File: config.mk
export PLATFORM = sky130hd
export DESIGN_NAME = tsf_frame_sync
export DESIGN_NICKNAME = d
export VERILOG_FILES = /design/src/logic/tsf_pkg.sv /design/src/logic/tsf_frame_sync.sv
export SDC_FILE = /design/constraint.sdc
export NUM_CORES = 1
export LEC_CHECK = 0
export BUFFER_PORTS_ARGS = -buffer_cell sky130_fd_sc_hd__buf_4
export CAP_MARGIN = 0
export CORE_MARGIN = 3
export CORE_UTILIZATION = 41
export DETAILED_ROUTE_END_ITERATION = 12
export GPL_TIMING_DRIVEN = 0
export PLACE_DENSITY = 0.6
export RECOVER_POWER = 25
export SLEW_MARGIN = 15
export SYNTH_ARGS = -nofsm -noshare
export SYNTH_HDL_FRONTEND = slang
export SYNTH_SLANG_ARGS = --single-unit
File: constraint.sdc
create_clock -name ref_clk -period 4.9 [get_ports ref_clk]
set_input_delay 0.735 -clock ref_clk [delete_from_list [all_inputs] [get_ports ref_clk]]
set_output_delay 0.735 -clock ref_clk [all_outputs]
set_load 0.02 [all_outputs]
File: src/logic/tsf_pkg.sv
package tsf_pkg;
    // number of byte-wide config fields per set
    localparam int NFLD = 12;
    // field slots inside one configuration set
    localparam int F_WCNT = 0;
    localparam int F_CRIT = 1;
    localparam int F_WPT0 = 2;
    localparam int F_WPT1 = 3;
    localparam int F_MODE = 4;
    localparam int F_LENA = 5;
    localparam int F_LENB = 6;
    localparam int F_GAP  = 7;
    localparam int F_PTA0 = 8;
    localparam int F_PTA1 = 9;
    localparam int F_PTB0 = 10;
    localparam int F_PTB1 = 11;
    // register indices; byte address is four times the index
    localparam logic [7:0] IDX_A [NFLD] = '{8'h28, 8'h25, 8'h26, 8'h27,
        8'h82, 8'h83, 8'h84, 8'h85, 8'h86, 8'h87, 8'h88, 8'h89};
    localparam logic [7:0] IDX_B [NFLD] = '{8'h49, 8'h46, 8'h47, 8'h48,
        8'ha2, 8'ha3, 8'ha4, 8'ha5, 8'ha6, 8'ha7, 8'ha8, 8'ha9};
    // implemented bits of each field; others read and store zero
    localparam logic [7:0] FLD_MASK [NFLD] = '{8'h7f, 8'h03, 8'hff, 8'hff,
        8'h03, 8'h1f, 8'h1f, 8'hff, 8'hff, 8'hff, 8'hff, 8'hff};
    localparam logic [7:0] CFG_RST  = 8'h00;
    localparam logic [7:0] IDX_CTRL = 8'hc0;
    localparam logic [7:0] IDX_STAT = 8'hc1;
    localparam int CTRL_SEL  = 0;
    localparam int CTRL_POLL = 1;
    // correlator geometry
    localparam logic [4:0] CORR_LEN  = 5'h10;
    localparam logic [5:0] FILL_MAX  = 6'h20;
    localparam logic [4:0] WFILL_MAX = 5'h10;
    localparam logic [1:0] HIST_FULL = 2'h2;
    // wake-up criterion encodings
    typedef enum logic [1:0] {
        CR_PAT = 2'b00, CR_RAND = 2'b01, CR_EQ = 2'b10, CR_RATE = 2'b11
    } tsf_crit_e;
    // correlator arrangement encodings
    typedef enum logic [1:0] {
        ARR_SINGLE = 2'b00, ARR_PAR = 2'b01, ARR_GAP = 2'b10, ARR_EXT = 2'b11
    } tsf_arr_e;
    // framer states, gray along idle-search-gap-searchB-done
    typedef enum logic [2:0] {
        FS_IDLE = 3'b000, FS_SRCH = 3'b001, FS_GAP = 3'b011,
        FS_SRCHB = 3'b010, FS_DONE = 3'b110
    } tsf_fst_e;
    // wake-up unit states
    typedef enum logic [1:0] {
        WS_IDLE = 2'b00, WS_SRCH = 2'b01, WS_DONE = 2'b11
    } tsf_wst_e;
endpackage

File: src/logic/tsf_frame_sync.sv
// Behaviour
// - wake window count is 7 bits, 0..127
// - count zero, random/equal: wake at sync
// - count zero in pattern mode: no wake
// - wake pattern compared only when register full
// - start on sync (slave) or wake (polling)
// - search until match or sync lost
// - two 16-chip correlators on Manchester chips
// - each correlator uses only its length
// - pattern A and B from byte pairs
// - two config sets, selected one governs
// - mode selects one of four arrangements
// - single mode concatenates into 32 chips
// - parallel: a match of either correlator gives sync
// - gap mode: A, then gap, then B
// - extended mode emits A/B indicator bit
// - patterns may contain code violations
// - three equal chips is a violation
// - criterion codes pattern/random/equal/rate
// - correlator lengths 0..16 chips
`timescale 1ns/1ps
module tsf_frame_sync
    import tsf_pkg::*;
(
    // clock and reset
    input  wire logic        ref_clk,
    input  wire logic        rst_b,
    // ahb-lite slave
    input  wire logic        hsel,
    input  wire logic [31:0] haddr,
    input  wire logic [1:0]  htrans,
    input  wire logic        hwrite,
    input  wire logic [2:0]  hsize,
    input  wire logic [31:0] hwdata,
    input  wire logic        hready,
    output logic      [31:0] hrdata,
    output logic             hreadyout,
    output logic             hresp,
    // chip stream from clock recovery
    input  wire logic        chipValid,
    input  wire logic        chipData,
    input  wire logic        symSync,
    // framer results
    output logic             frameSyncPulse,
    output logic             matchBitValid,
    output logic             matchBit,
    output logic             wakeFound,
    output logic             codeViolation,
    output logic             searching
);
    import tsf_pkg::*;

    logic [7:0]  cfgQ [2][NFLD];     // both configuration sets
    logic [1:0]  ctrlQ;              // set select, self-polling
    logic        apQ, apWrQ;         // pending data phase
    logic [7:0]  apIdxQ;             // index of pending access
    logic [31:0] rdataQ;             // read data for data phase
    logic        symSyncQ;           // previous sync level
    logic        c1Q, c2Q;           // last two chips
    logic [1:0]  histQ;              // chips of history held
    logic        cvQ;                // violation pulse
    tsf_wst_e    wStQ, wStD;         // wake unit state
    logic [15:0] wsrQ;               // wake pattern shifter
    logic [4:0]  wFillQ;             // chips in wake shifter
    logic [6:0]  wcQ;                // window chip counter
    logic        wakeQ;              // wake-found pulse
    tsf_fst_e    fStQ, fStD;         // framer state
    logic [31:0] fsrQ;               // framer chip shifter
    logic [5:0]  fFillQ;             // chips since last clear
    logic        chipQ;              // a chip entered last cycle
    logic [7:0]  gapQ;               // gap chip counter
    logic        fsyncQ, mbvQ, mbQ;  // result registers
    logic        fsyncD, fillClr, gapClr;

    // bus decode; registers answer with zero wait states
    wire        addrPh = hsel & htrans[1] & hready;
    wire [7:0]  busIdx = haddr[9:2];
    wire        wrEn   = apQ & apWrQ;
    wire        sel    = ctrlQ[CTRL_SEL];
    wire        poll   = ctrlQ[CTRL_POLL];

    // selected set feeds all logic
    wire [6:0]  wCnt  = cfgQ[sel][F_WCNT][6:0];
    wire tsf_crit_e crit = tsf_crit_e'(cfgQ[sel][F_CRIT][1:0]);
    wire tsf_arr_e  arr  = tsf_arr_e'(cfgQ[sel][F_MODE][1:0]);
    wire [4:0]  lenA  = cfgQ[sel][F_LENA][4:0];
    wire [4:0]  lenB  = cfgQ[sel][F_LENB][4:0];
    wire [7:0]  gap   = cfgQ[sel][F_GAP];
    wire [15:0] wPat  = {cfgQ[sel][F_WPT1], cfgQ[sel][F_WPT0]};
    wire [15:0] patA  = {cfgQ[sel][F_PTA1], cfgQ[sel][F_PTA0]};
    wire [15:0] patB  = {cfgQ[sel][F_PTB1], cfgQ[sel][F_PTB0]};

    // status word seen by software
    wire [31:0] statW = {15'h0, mbQ, 2'h0, wStQ, 1'b0, fStQ, 1'b0, wcQ};
    wire [31:0] rdNext = (busIdx == IDX_CTRL) ? {30'h0, ctrlQ} :
                         (busIdx == IDX_STAT) ? statW : 32'h0;

    assign hrdata    = rdataQ;
    assign hreadyout = 1'b1;
    assign hresp     = 1'b0;

    // address phase capture; read data is prepared here
    always_ff @(posedge ref_clk) begin
        if (!rst_b) begin
            apQ    <= 1'b0;
            apWrQ  <= 1'b0;
            apIdxQ <= 8'h00;
            rdataQ <= 32'h0;
        end else begin
            apQ    <= addrPh;
            apWrQ  <= hwrite;
            apIdxQ <= busIdx;
            rdataQ <= (addrPh & ~hwrite) ? rdNext : 32'h0;
        end
    end

    // write-only config fields, stored masked to their width
    always_ff @(posedge ref_clk) begin
        if (!rst_b) begin
            ctrlQ <= 2'h0;
            for (int f = 0; f < NFLD; f++) begin
                cfgQ[0][f] <= CFG_RST;
                cfgQ[1][f] <= CFG_RST;
            end
        end else if (wrEn) begin
            if (apIdxQ == IDX_CTRL)
                ctrlQ <= hwdata[1:0];
            for (int f = 0; f < NFLD; f++) begin
                if (apIdxQ == IDX_A[f])
                    cfgQ[0][f] <= hwdata[7:0] & FLD_MASK[f];
                if (apIdxQ == IDX_B[f])
                    cfgQ[1][f] <= hwdata[7:0] & FLD_MASK[f];
            end
        end
    end

    // chip history; cleared at sync so old chips never count
    wire syncRise = symSync & ~symSyncQ;
    wire cvNow  = chipValid & (histQ == HIST_FULL) & (chipData == c1Q)
                & (c1Q == c2Q);
    wire eqPair = chipValid & (histQ != 2'h0) & (chipData == c1Q);

    always_ff @(posedge ref_clk) begin
        if (!rst_b) begin
            symSyncQ <= 1'b0;
            c1Q      <= 1'b0;
            c2Q      <= 1'b0;
            histQ    <= 2'h0;
            cvQ      <= 1'b0;
        end else begin
            symSyncQ <= symSync;
            cvQ      <= cvNow;
            if (syncRise)
                histQ <= 2'h0;
            else if (chipValid & (histQ != HIST_FULL))
                histQ <= histQ + 2'h1;
            if (chipValid) begin
                c1Q <= chipData;
                c2Q <= c1Q;
            end
        end
    end

    // wake unit: pattern compare waits for a full shifter
    wire wElapsed = (wcQ == wCnt);
    wire patHit = (wFillQ == WFILL_MAX) & (wsrQ == wPat) & (wCnt != 7'h0);
    logic wOk;

    always_comb begin
        wStD = wStQ;
        wOk  = 1'b0;
        case (wStQ)
            WS_IDLE: begin
                if (syncRise & poll)
                    wStD = WS_SRCH;
            end
            WS_SRCH: begin
                if (!symSync) begin
                    wStD = WS_IDLE;
                end else begin
                    case (crit)
                        CR_PAT: begin
                            wOk = patHit;
                            if (patHit | wElapsed)
                                wStD = WS_DONE;
                        end
                        CR_RAND: begin
                            wOk = wElapsed & ~cvNow;
                            if (cvNow | wElapsed)
                                wStD = WS_DONE;
                        end
                        CR_EQ: begin
                            wOk = wElapsed & ~eqPair;
                            if (eqPair | wElapsed)
                                wStD = WS_DONE;
                        end
                        default: begin
                            wOk  = 1'b1;
                            wStD = WS_DONE;
                        end
                    endcase
                end
            end
            WS_DONE: begin
                if (!symSync)
                    wStD = WS_IDLE;
            end
            default: wStD = WS_IDLE;
        endcase
    end

    // window counter: clear at sync, count chips to limit
    always_ff @(posedge ref_clk) begin
        if (!rst_b) begin
            wStQ   <= WS_IDLE;
            wsrQ   <= 16'h0;
            wFillQ <= 5'h0;
            wcQ    <= 7'h0;
            wakeQ  <= 1'b0;
        end else begin
            wStQ  <= wStD;
            wakeQ <= wOk;
            if (syncRise) begin
                wFillQ <= 5'h0;
                wcQ    <= 7'h0;
            end else if (chipValid & (wStQ == WS_SRCH)) begin
                wsrQ <= {wsrQ[14:0], chipData};
                if (wFillQ != WFILL_MAX)
                    wFillQ <= wFillQ + 5'h1;
                if (wcQ != wCnt)
                    wcQ <= wcQ + 7'h1;
            end
        end
    end

    // masked compare of newest chips; patterns are raw chips so
    // violation pairs match like any other chip
    function automatic logic corr(input logic [15:0] sr,
                                  input logic [15:0] pat,
                                  input logic [4:0]  len,
                                  input logic [5:0]  fill);
        logic [15:0] m;
        m = (len >= CORR_LEN) ? 16'hffff : (16'hffff >> (CORR_LEN - len));
        return (((sr ^ pat) & m) == 16'h0) && (fill >= {1'b0, len});
    endfunction

    // the older half only counts chips beyond the first sixteen
    wire [5:0] fillHi = (fFillQ >= 6'h10) ? (fFillQ - 6'h10) : 6'h0;
    wire matchA = corr(fsrQ[15:0], patA, lenA, fFillQ);
    wire matchB = corr(fsrQ[15:0], patB, lenB, fFillQ);
    // single mode: B is the older half, valid only when A is 16
    wire hitOne = matchA & corr(fsrQ[31:16], patB, lenB, fillHi);
    wire hitA = matchA & (lenA != 5'h0);
    wire hitB = matchB & (lenB != 5'h0);
    wire start = poll ? wakeQ : syncRise;
    wire gapEnd = (gapQ + 8'h1) == gap;

    // framer sequence; a new start re-arms only from idle or done
    always_comb begin
        fStD    = fStQ;
        fsyncD  = 1'b0;
        fillClr = 1'b0;
        gapClr  = 1'b0;
        case (fStQ)
            FS_SRCH: begin
                if (!symSync) begin
                    fStD = FS_IDLE;
                end else if (chipQ) begin
                    case (arr)
                        ARR_SINGLE: fsyncD = hitOne;
                        ARR_GAP: begin
                            if (hitA) begin
                                fStD    = (gap == 8'h0) ? FS_SRCHB
                                                        : FS_GAP;
                                fillClr = 1'b1;
                                gapClr  = 1'b1;
                            end
                        end
                        default: fsyncD = hitA | hitB;
                    endcase
                    if (fsyncD)
                        fStD = FS_DONE;
                end
            end
            FS_GAP: begin
                if (!symSync) begin
                    fStD = FS_IDLE;
                end else if (chipQ & gapEnd) begin
                    fStD    = FS_SRCHB;
                    fillClr = 1'b1;
                end
            end
            FS_SRCHB: begin
                if (!symSync) begin
                    fStD = FS_IDLE;
                end else if (chipQ & hitB) begin
                    fsyncD = 1'b1;
                    fStD   = FS_DONE;
                end
            end
            FS_IDLE, FS_DONE: fStD = fStQ;
            default: fStD = FS_IDLE;
        endcase
        if (start & (fStQ == FS_IDLE || fStQ == FS_DONE)) begin
            fStD    = FS_SRCH;
            fillClr = 1'b1;
        end
    end

    // framer registers; chips shift in at the low end
    always_ff @(posedge ref_clk) begin
        if (!rst_b) begin
            fStQ   <= FS_IDLE;
            fsrQ   <= 32'h0;
            fFillQ <= 6'h0;
            chipQ  <= 1'b0;
            gapQ   <= 8'h0;
            fsyncQ <= 1'b0;
            mbvQ   <= 1'b0;
            mbQ    <= 1'b0;
        end else begin
            fStQ   <= fStD;
            chipQ  <= chipValid;
            fsyncQ <= fsyncD;
            mbvQ   <= fsyncD & (arr == ARR_EXT);
            if (fsyncD)
                mbQ <= ~hitA & (arr != ARR_SINGLE);
            if (chipValid)
                fsrQ <= {fsrQ[30:0], chipData};
            if (fillClr)
                fFillQ <= {5'h0, chipValid};
            else if (chipValid & (fFillQ != FILL_MAX))
                fFillQ <= fFillQ + 6'h1;
            if (gapClr)
                gapQ <= 8'h0;
            else if (chipQ & (fStQ == FS_GAP))
                gapQ <= gapQ + 8'h1;
        end
    end

    assign frameSyncPulse = fsyncQ;
    assign matchBitValid  = mbvQ;
    assign matchBit       = mbQ;
    assign wakeFound      = wakeQ;
    assign codeViolation  = cvQ;
    assign searching      = (fStQ != FS_IDLE) & (fStQ != FS_DONE);
endmodule

* Word level (Yosys, flattened, before mapping)
Memories as Yosys holds them, arrays and structs flattened. A register that Yosys moved wholly into a read port is not among the register bits.
Cells that the tools add are included.
Widths: inputs -> output; s select.
** Operators by class
- $add $sub $neg :: 8
- Multiplexer cells :: 170
- Reductions and logical operators :: 34
- Shift-type cells :: 2
- Multipliers :: 0
- Eq/ne operators :: 65
- Bitwise logic cells :: 72
- Div/mod/pow operators :: 0
- Order comparisons :: 6
** Operators with widths (count)
- $eq 8x8->1 const B :: 19
- $mux 1 :: 119
- $mux 8 :: 14
- $and 16x16->16 :: 3
- $logic_not 16->1 :: 3
- $xor 16x16->16 :: 3
- $eq 8x6->1 const B :: 4
- $eq 8x7->1 const B :: 4
- $mux 16 :: 2
- $shr 16x5->16 const A :: 2
- $and 1x1->1 :: 28
- $ne 4x4->1 const B :: 7
- $or 1x1->1 :: 28
- $mux 3 :: 9
- $mux 2 :: 12
- $mux 5 :: 4
- $ge 6x5->1 :: 3
- $eq 16x16->1 :: 1
- $mux 7 :: 2
- $ne 3x3->1 const B :: 4
- $pmux 2 s3 :: 2
- $pmux 3 s4 :: 1
- $reduce_and 6->1 :: 2
- $eq 2x2->1 const B :: 5
- 41 further kinds :: 76
** Storage, ports and cells
- Input port bits :: 77
- Logic and storage cells :: 384
- Memories :: 1
- Memory bits (read-only) :: 0
- Bits in latches :: 0
- Register bits :: 115
- Output and inout port bits :: 40
- Memory bits (writable) :: 154
** Memories
- cfgQ :: words 2, width 77, rd ports 1, clocked after Yosys merged registers in 1, wr ports 2, line tsf_frame_sync.sv:53 : logic [7:0] cfgQ [2][NFLD];

* Longest topological paths before layout
- Word-level depth :: 17
- Mapped depth :: 21
- Mapped depth without buffers :: 14

* Worst setup path before layout
Ideal clock, no wire load.
- Kind :: reg2reg
- Start point :: register (tool-made name)
- End point :: register fFillQ[0]
- Path slack :: 376 ps
- Arrival :: 4393 ps
- Period minus slack after synthesis :: 4524 ps
- Library setup time :: 131 ps
- Buffers on the path :: 7
- Data required time :: 4769 ps
- Stages on the path, launching flop included :: 20
- Cell sequence :: dfxtp_1 buf_6 buf_12 buf_6 buf_2 buf_2 buf_1 buf_2 mux2i_1 ha_1 inv_1 ha_1 a211oi_1 nand3_1 o31ai_1 and4bb_2 nand4_1 o21ai_0 a311o_1 o32ai_1
** RTL lines
- end signal, assigned :: line tsf_frame_sync.sv:331 : fFillQ <= {5'h0, chipValid};
- end signal, assigned :: line tsf_frame_sync.sv:333 : fFillQ <= fFillQ + 6'h1;
- end, declared :: line tsf_frame_sync.sv:69 : logic [5:0] fFillQ;

==> impl_metrics.tcl <==
set metrics [dict create \
    final_common_cell "nor2_1" \
    fp.dieW_um 186 \
    synth_area_leaders "dfxtp_1 (38%), mux2i_1 (15%), nor2_1 (8.4%), xnor2_1 (4.2%), a21oi_1 (3.8%)" \
    post-dp-hpwl_mm 28.2 \
    grt_antenna_before_repair 0 \
    cp.required_ns 5.37 \
    nNetsFinal 1694 \
    cts.sinks 268 \
    synth-edff-count 14 \
    setup_viol 0 \
    diodes 0 \
    root_buffer "clkbuf_16" \
    dr.pass1.iters 6 \
    rows 65 \
    report.final.hold_viol_count 0 \
    setup_slack_ns 0.255 \
    yosys_register_bits 268 \
    fill_cells 3093 \
    slew_viol_final 0 \
    async_flop_share 0 \
    first_global_vias 10078 \
    rsz0062_at_grt "no" \
    fin_crit_sh 0.948 \
    antenna_left 0 \
    avgSynthCellArea_sq_um 8.94 \
    grt_usage 0.217 \
    status "finished, final reports clean" \
    clkLatencyLatePin_ns 0.56 \
    ys_seq_area_frac 0.414 \
    yosys.area.top_type "dfxtp_1" \
    worst_pin_slew_ns 1.18 \
    place_ws_ns -0.975 \
    comb_power_share 0.051 \
    finalWirelength_mm 37.9 \
    yosys.area.top_type_share 0.382 \
    slew_headroom 0.211 \
    die_h_um 186 \
    clock_path_buffers 3 \
    hold-worst-slack_ns 0.391 \
    crit_path_top_delay_cell "a311o_2" \
    min_path_type "input port to register" \
    yosys_warnings 0 \
    numCtsBuffers 30 \
    cp.arrival_ns 5.11 \
    tritoncts "yes" \
    leakage_uw 0.00572 \
    cellInternalPower_uw 3600 \
    crit_path_end_kind "register" \
    io_pins 117 \
    layout_common_cells "nor2_1 (296), dfxtp_1 (254), mux2i_1 (194)" \
    avgRoutedWirePerCell_um 18.6 \
    area_growth_pct 14.1 \
    switching_share 0.235 \
    powerDensity_mw_per_mm2 310 \
    clkPwrFrac 0.478 \
    drv_cap 0 \
    seqPwrFrac 0.472 \
    switchingPower_uw 1110 \
    cp_max_fo 28 \
    remaining_drc_errors 0 \
    start_util 0.418 \
    vias_per_cell 5.25 \
    grt_max_degree 29 \
    irDropWorstVdd_uv 307 \
    drive_gt1_frac 0.0843 \
    synth_cells 1487 \
    synth_ff_type "dfxtp_1" \
    cp_top_family "compound AO/OA/AOI/OAI gates" \
    path_clk_slew_ns 0.06 \
    fp.dieArea_sq_mm 0.0346 \
    ys_types 80 \
    fmax_mhz 215 \
    grt_pass1_wl_mm 58.2 \
    core-area_sq_mm 0.0318 \
    portBuffers 42 \
    critPathMaxStageDelay_ns 0.50 \
    gp_congestion 0.901 \
    layout_min_cycle_time_ns 4.64 \
    start_kind "register" \
    vias 10695 \
    grt_overflow_total 0 \
    path_cells "buf_6 > buf_12 > buf_6 > clkbuf_4 > buf_8 > mux2i_2 > ha_1 > and3_1 > ha_1 > inv_1 > o21ai_0 > nand2_1 > o211ai_1 > o31ai_1 > and4bb_2 > nand4_1 > o21ai_0 > a311o_2 > o32ai_1" \
    drt_iter0_drc 855 \
    crit_buf_inv 6 \
    timing.setup.critical_path_class "register to register" \
    h-tree-depth 1 \
    netlist_area_sq_mm 0.0133 \
    finClkSkew_ns 0.0204 \
]
## final cells by class
cell class / count / area (sq um) / area share
Buffer: 89 / 478 / 0.0315
Clock buffer: 40 / 850 / 0.0560
Clock inverter: 14 / 135 / 0.00890
Inverter: 30 / 113 / 0.00742
Multi-Input combinational cell: 1117 / 7300 / 0.481
Sequential cell: 268 / 5510 / 0.363
Tap cell: 435 / 544 / 0.0359
Timing Repair Buffer: 43 / 251 / 0.0166
## sequential cells by signal, summed over array words and instances, names as in the netlist, 3 cells and up, named ones only
signal,cells
apIdxQ,8
fFillQ,6
cfgQ,154
fsrQ,32
wsrQ,16
gapQ,8
wFillQ,5
fStQ,3
wcQ,7
hrdata,13
## layer usage
layer	wire, um	up-vias	track usage
met2	16800	324	0.350
met5	47	-	0.00966
met3	2170	75	0.0262
li1	-	5221	-
met1	17700	5073	0.308
met4	1160	2	0.0578
## path summary, 6_finish.rpt
path | from | to | slack [ns] | depth (start not counted)
max | register | fFillQ[0] | 0.26 | 19
min reg2reg | cfgQ[0][69] | cfgQ[0][69] | 0.46 | 2
min | hwrite | apWrQ | 0.39 | 2
max reg2reg | register | fFillQ[0] | 0.26 | 19
## repair_timing
| item | in CTS | in global routing |
|---|---|---|
| setup endpoints to repair | 20 | 20 |
| resized for setup | 2 | 5 |
| hold buffers | 0 | 0 |
| setup buffers | 0 | 0 |
## cell families (layout without fill, tap and decap cells)
kind of cell / Yosys count / after routing / synth area share
mux: 205 / 205 / 0.156
xor+xnor: 107 / 107 / 0.0710
flops: 268 / 268 / 0.414
other cells: 2 / 21 / 0.000565
fa+ha+maj: 38 / 38 / 0.0358
compound gates: 181 / 181 / 0.0836
simple gates: 565 / 565 / 0.195
buf+inv: 121 / 216 / 0.0441
## per-stage QoR
stage / utilization / std cells / area [sq um] / total power (uW) / TNS, ns
after floorplan: - / 1506 / 13400 / 2410 / 0
after global placement: 0.447 / 1983 / 14200 / 2500 / -17.78
after detailed placement: 0.448 / 1984 / 14200 / 2500 / -17.92
after CTS: 0.479 / 2036 / 15200 / 4740 / 0
after global routing: 0.477 / 2036 / 15200 / 4850 / 0
final: 0.477 / 2036 / 15200 / 4710 / 0
## synthesized netlist by cell type, types with 3 or more instances
library cell and n:
or4_1 3, or3_1 5, buf_6 4, xor2_1 42, nor3_1 14, ha_1 38, o221ai_1 6, buf_1 7
and2_0 7, nand4_1 20, and3_1 6, a21oi_1 100, nand3b_1 6, clkbuf_1 52, o31ai_1 4, nand2_1 94
nor2b_1 16, and2_1 25, o21ai_0 20, o21a_1 3, or2_2 3, nor4_1 15, a211oi_1 4, a22oi_1 3
mux2i_2 5, a21o_1 6, mux2_2 4, nand3_1 28, a31oi_1 7, buf_4 21, edfxtp_1 14, nor3b_1 3
mux2i_1 196, buf_2 6, dfxtp_1 254, nor2_1 297, nand2b_1 8, xnor2_1 64, inv_1 29
## power by group through the flow
stage / sequential [uW] / combinational, uW / clock (uW)
6_report: 2220 / 238 / 2250
5_1_grt: 2220 / 255 / 2380
4_1_cts: 2220 / 236 / 2290
3_5_place_dp: 2270 / 235 / 0
3_3_place_gp: 2270 / 233 / 0
2_1_floorplan: 2260 / 142 / 0
Note: power is estimated with default switching activity, not from simulation.
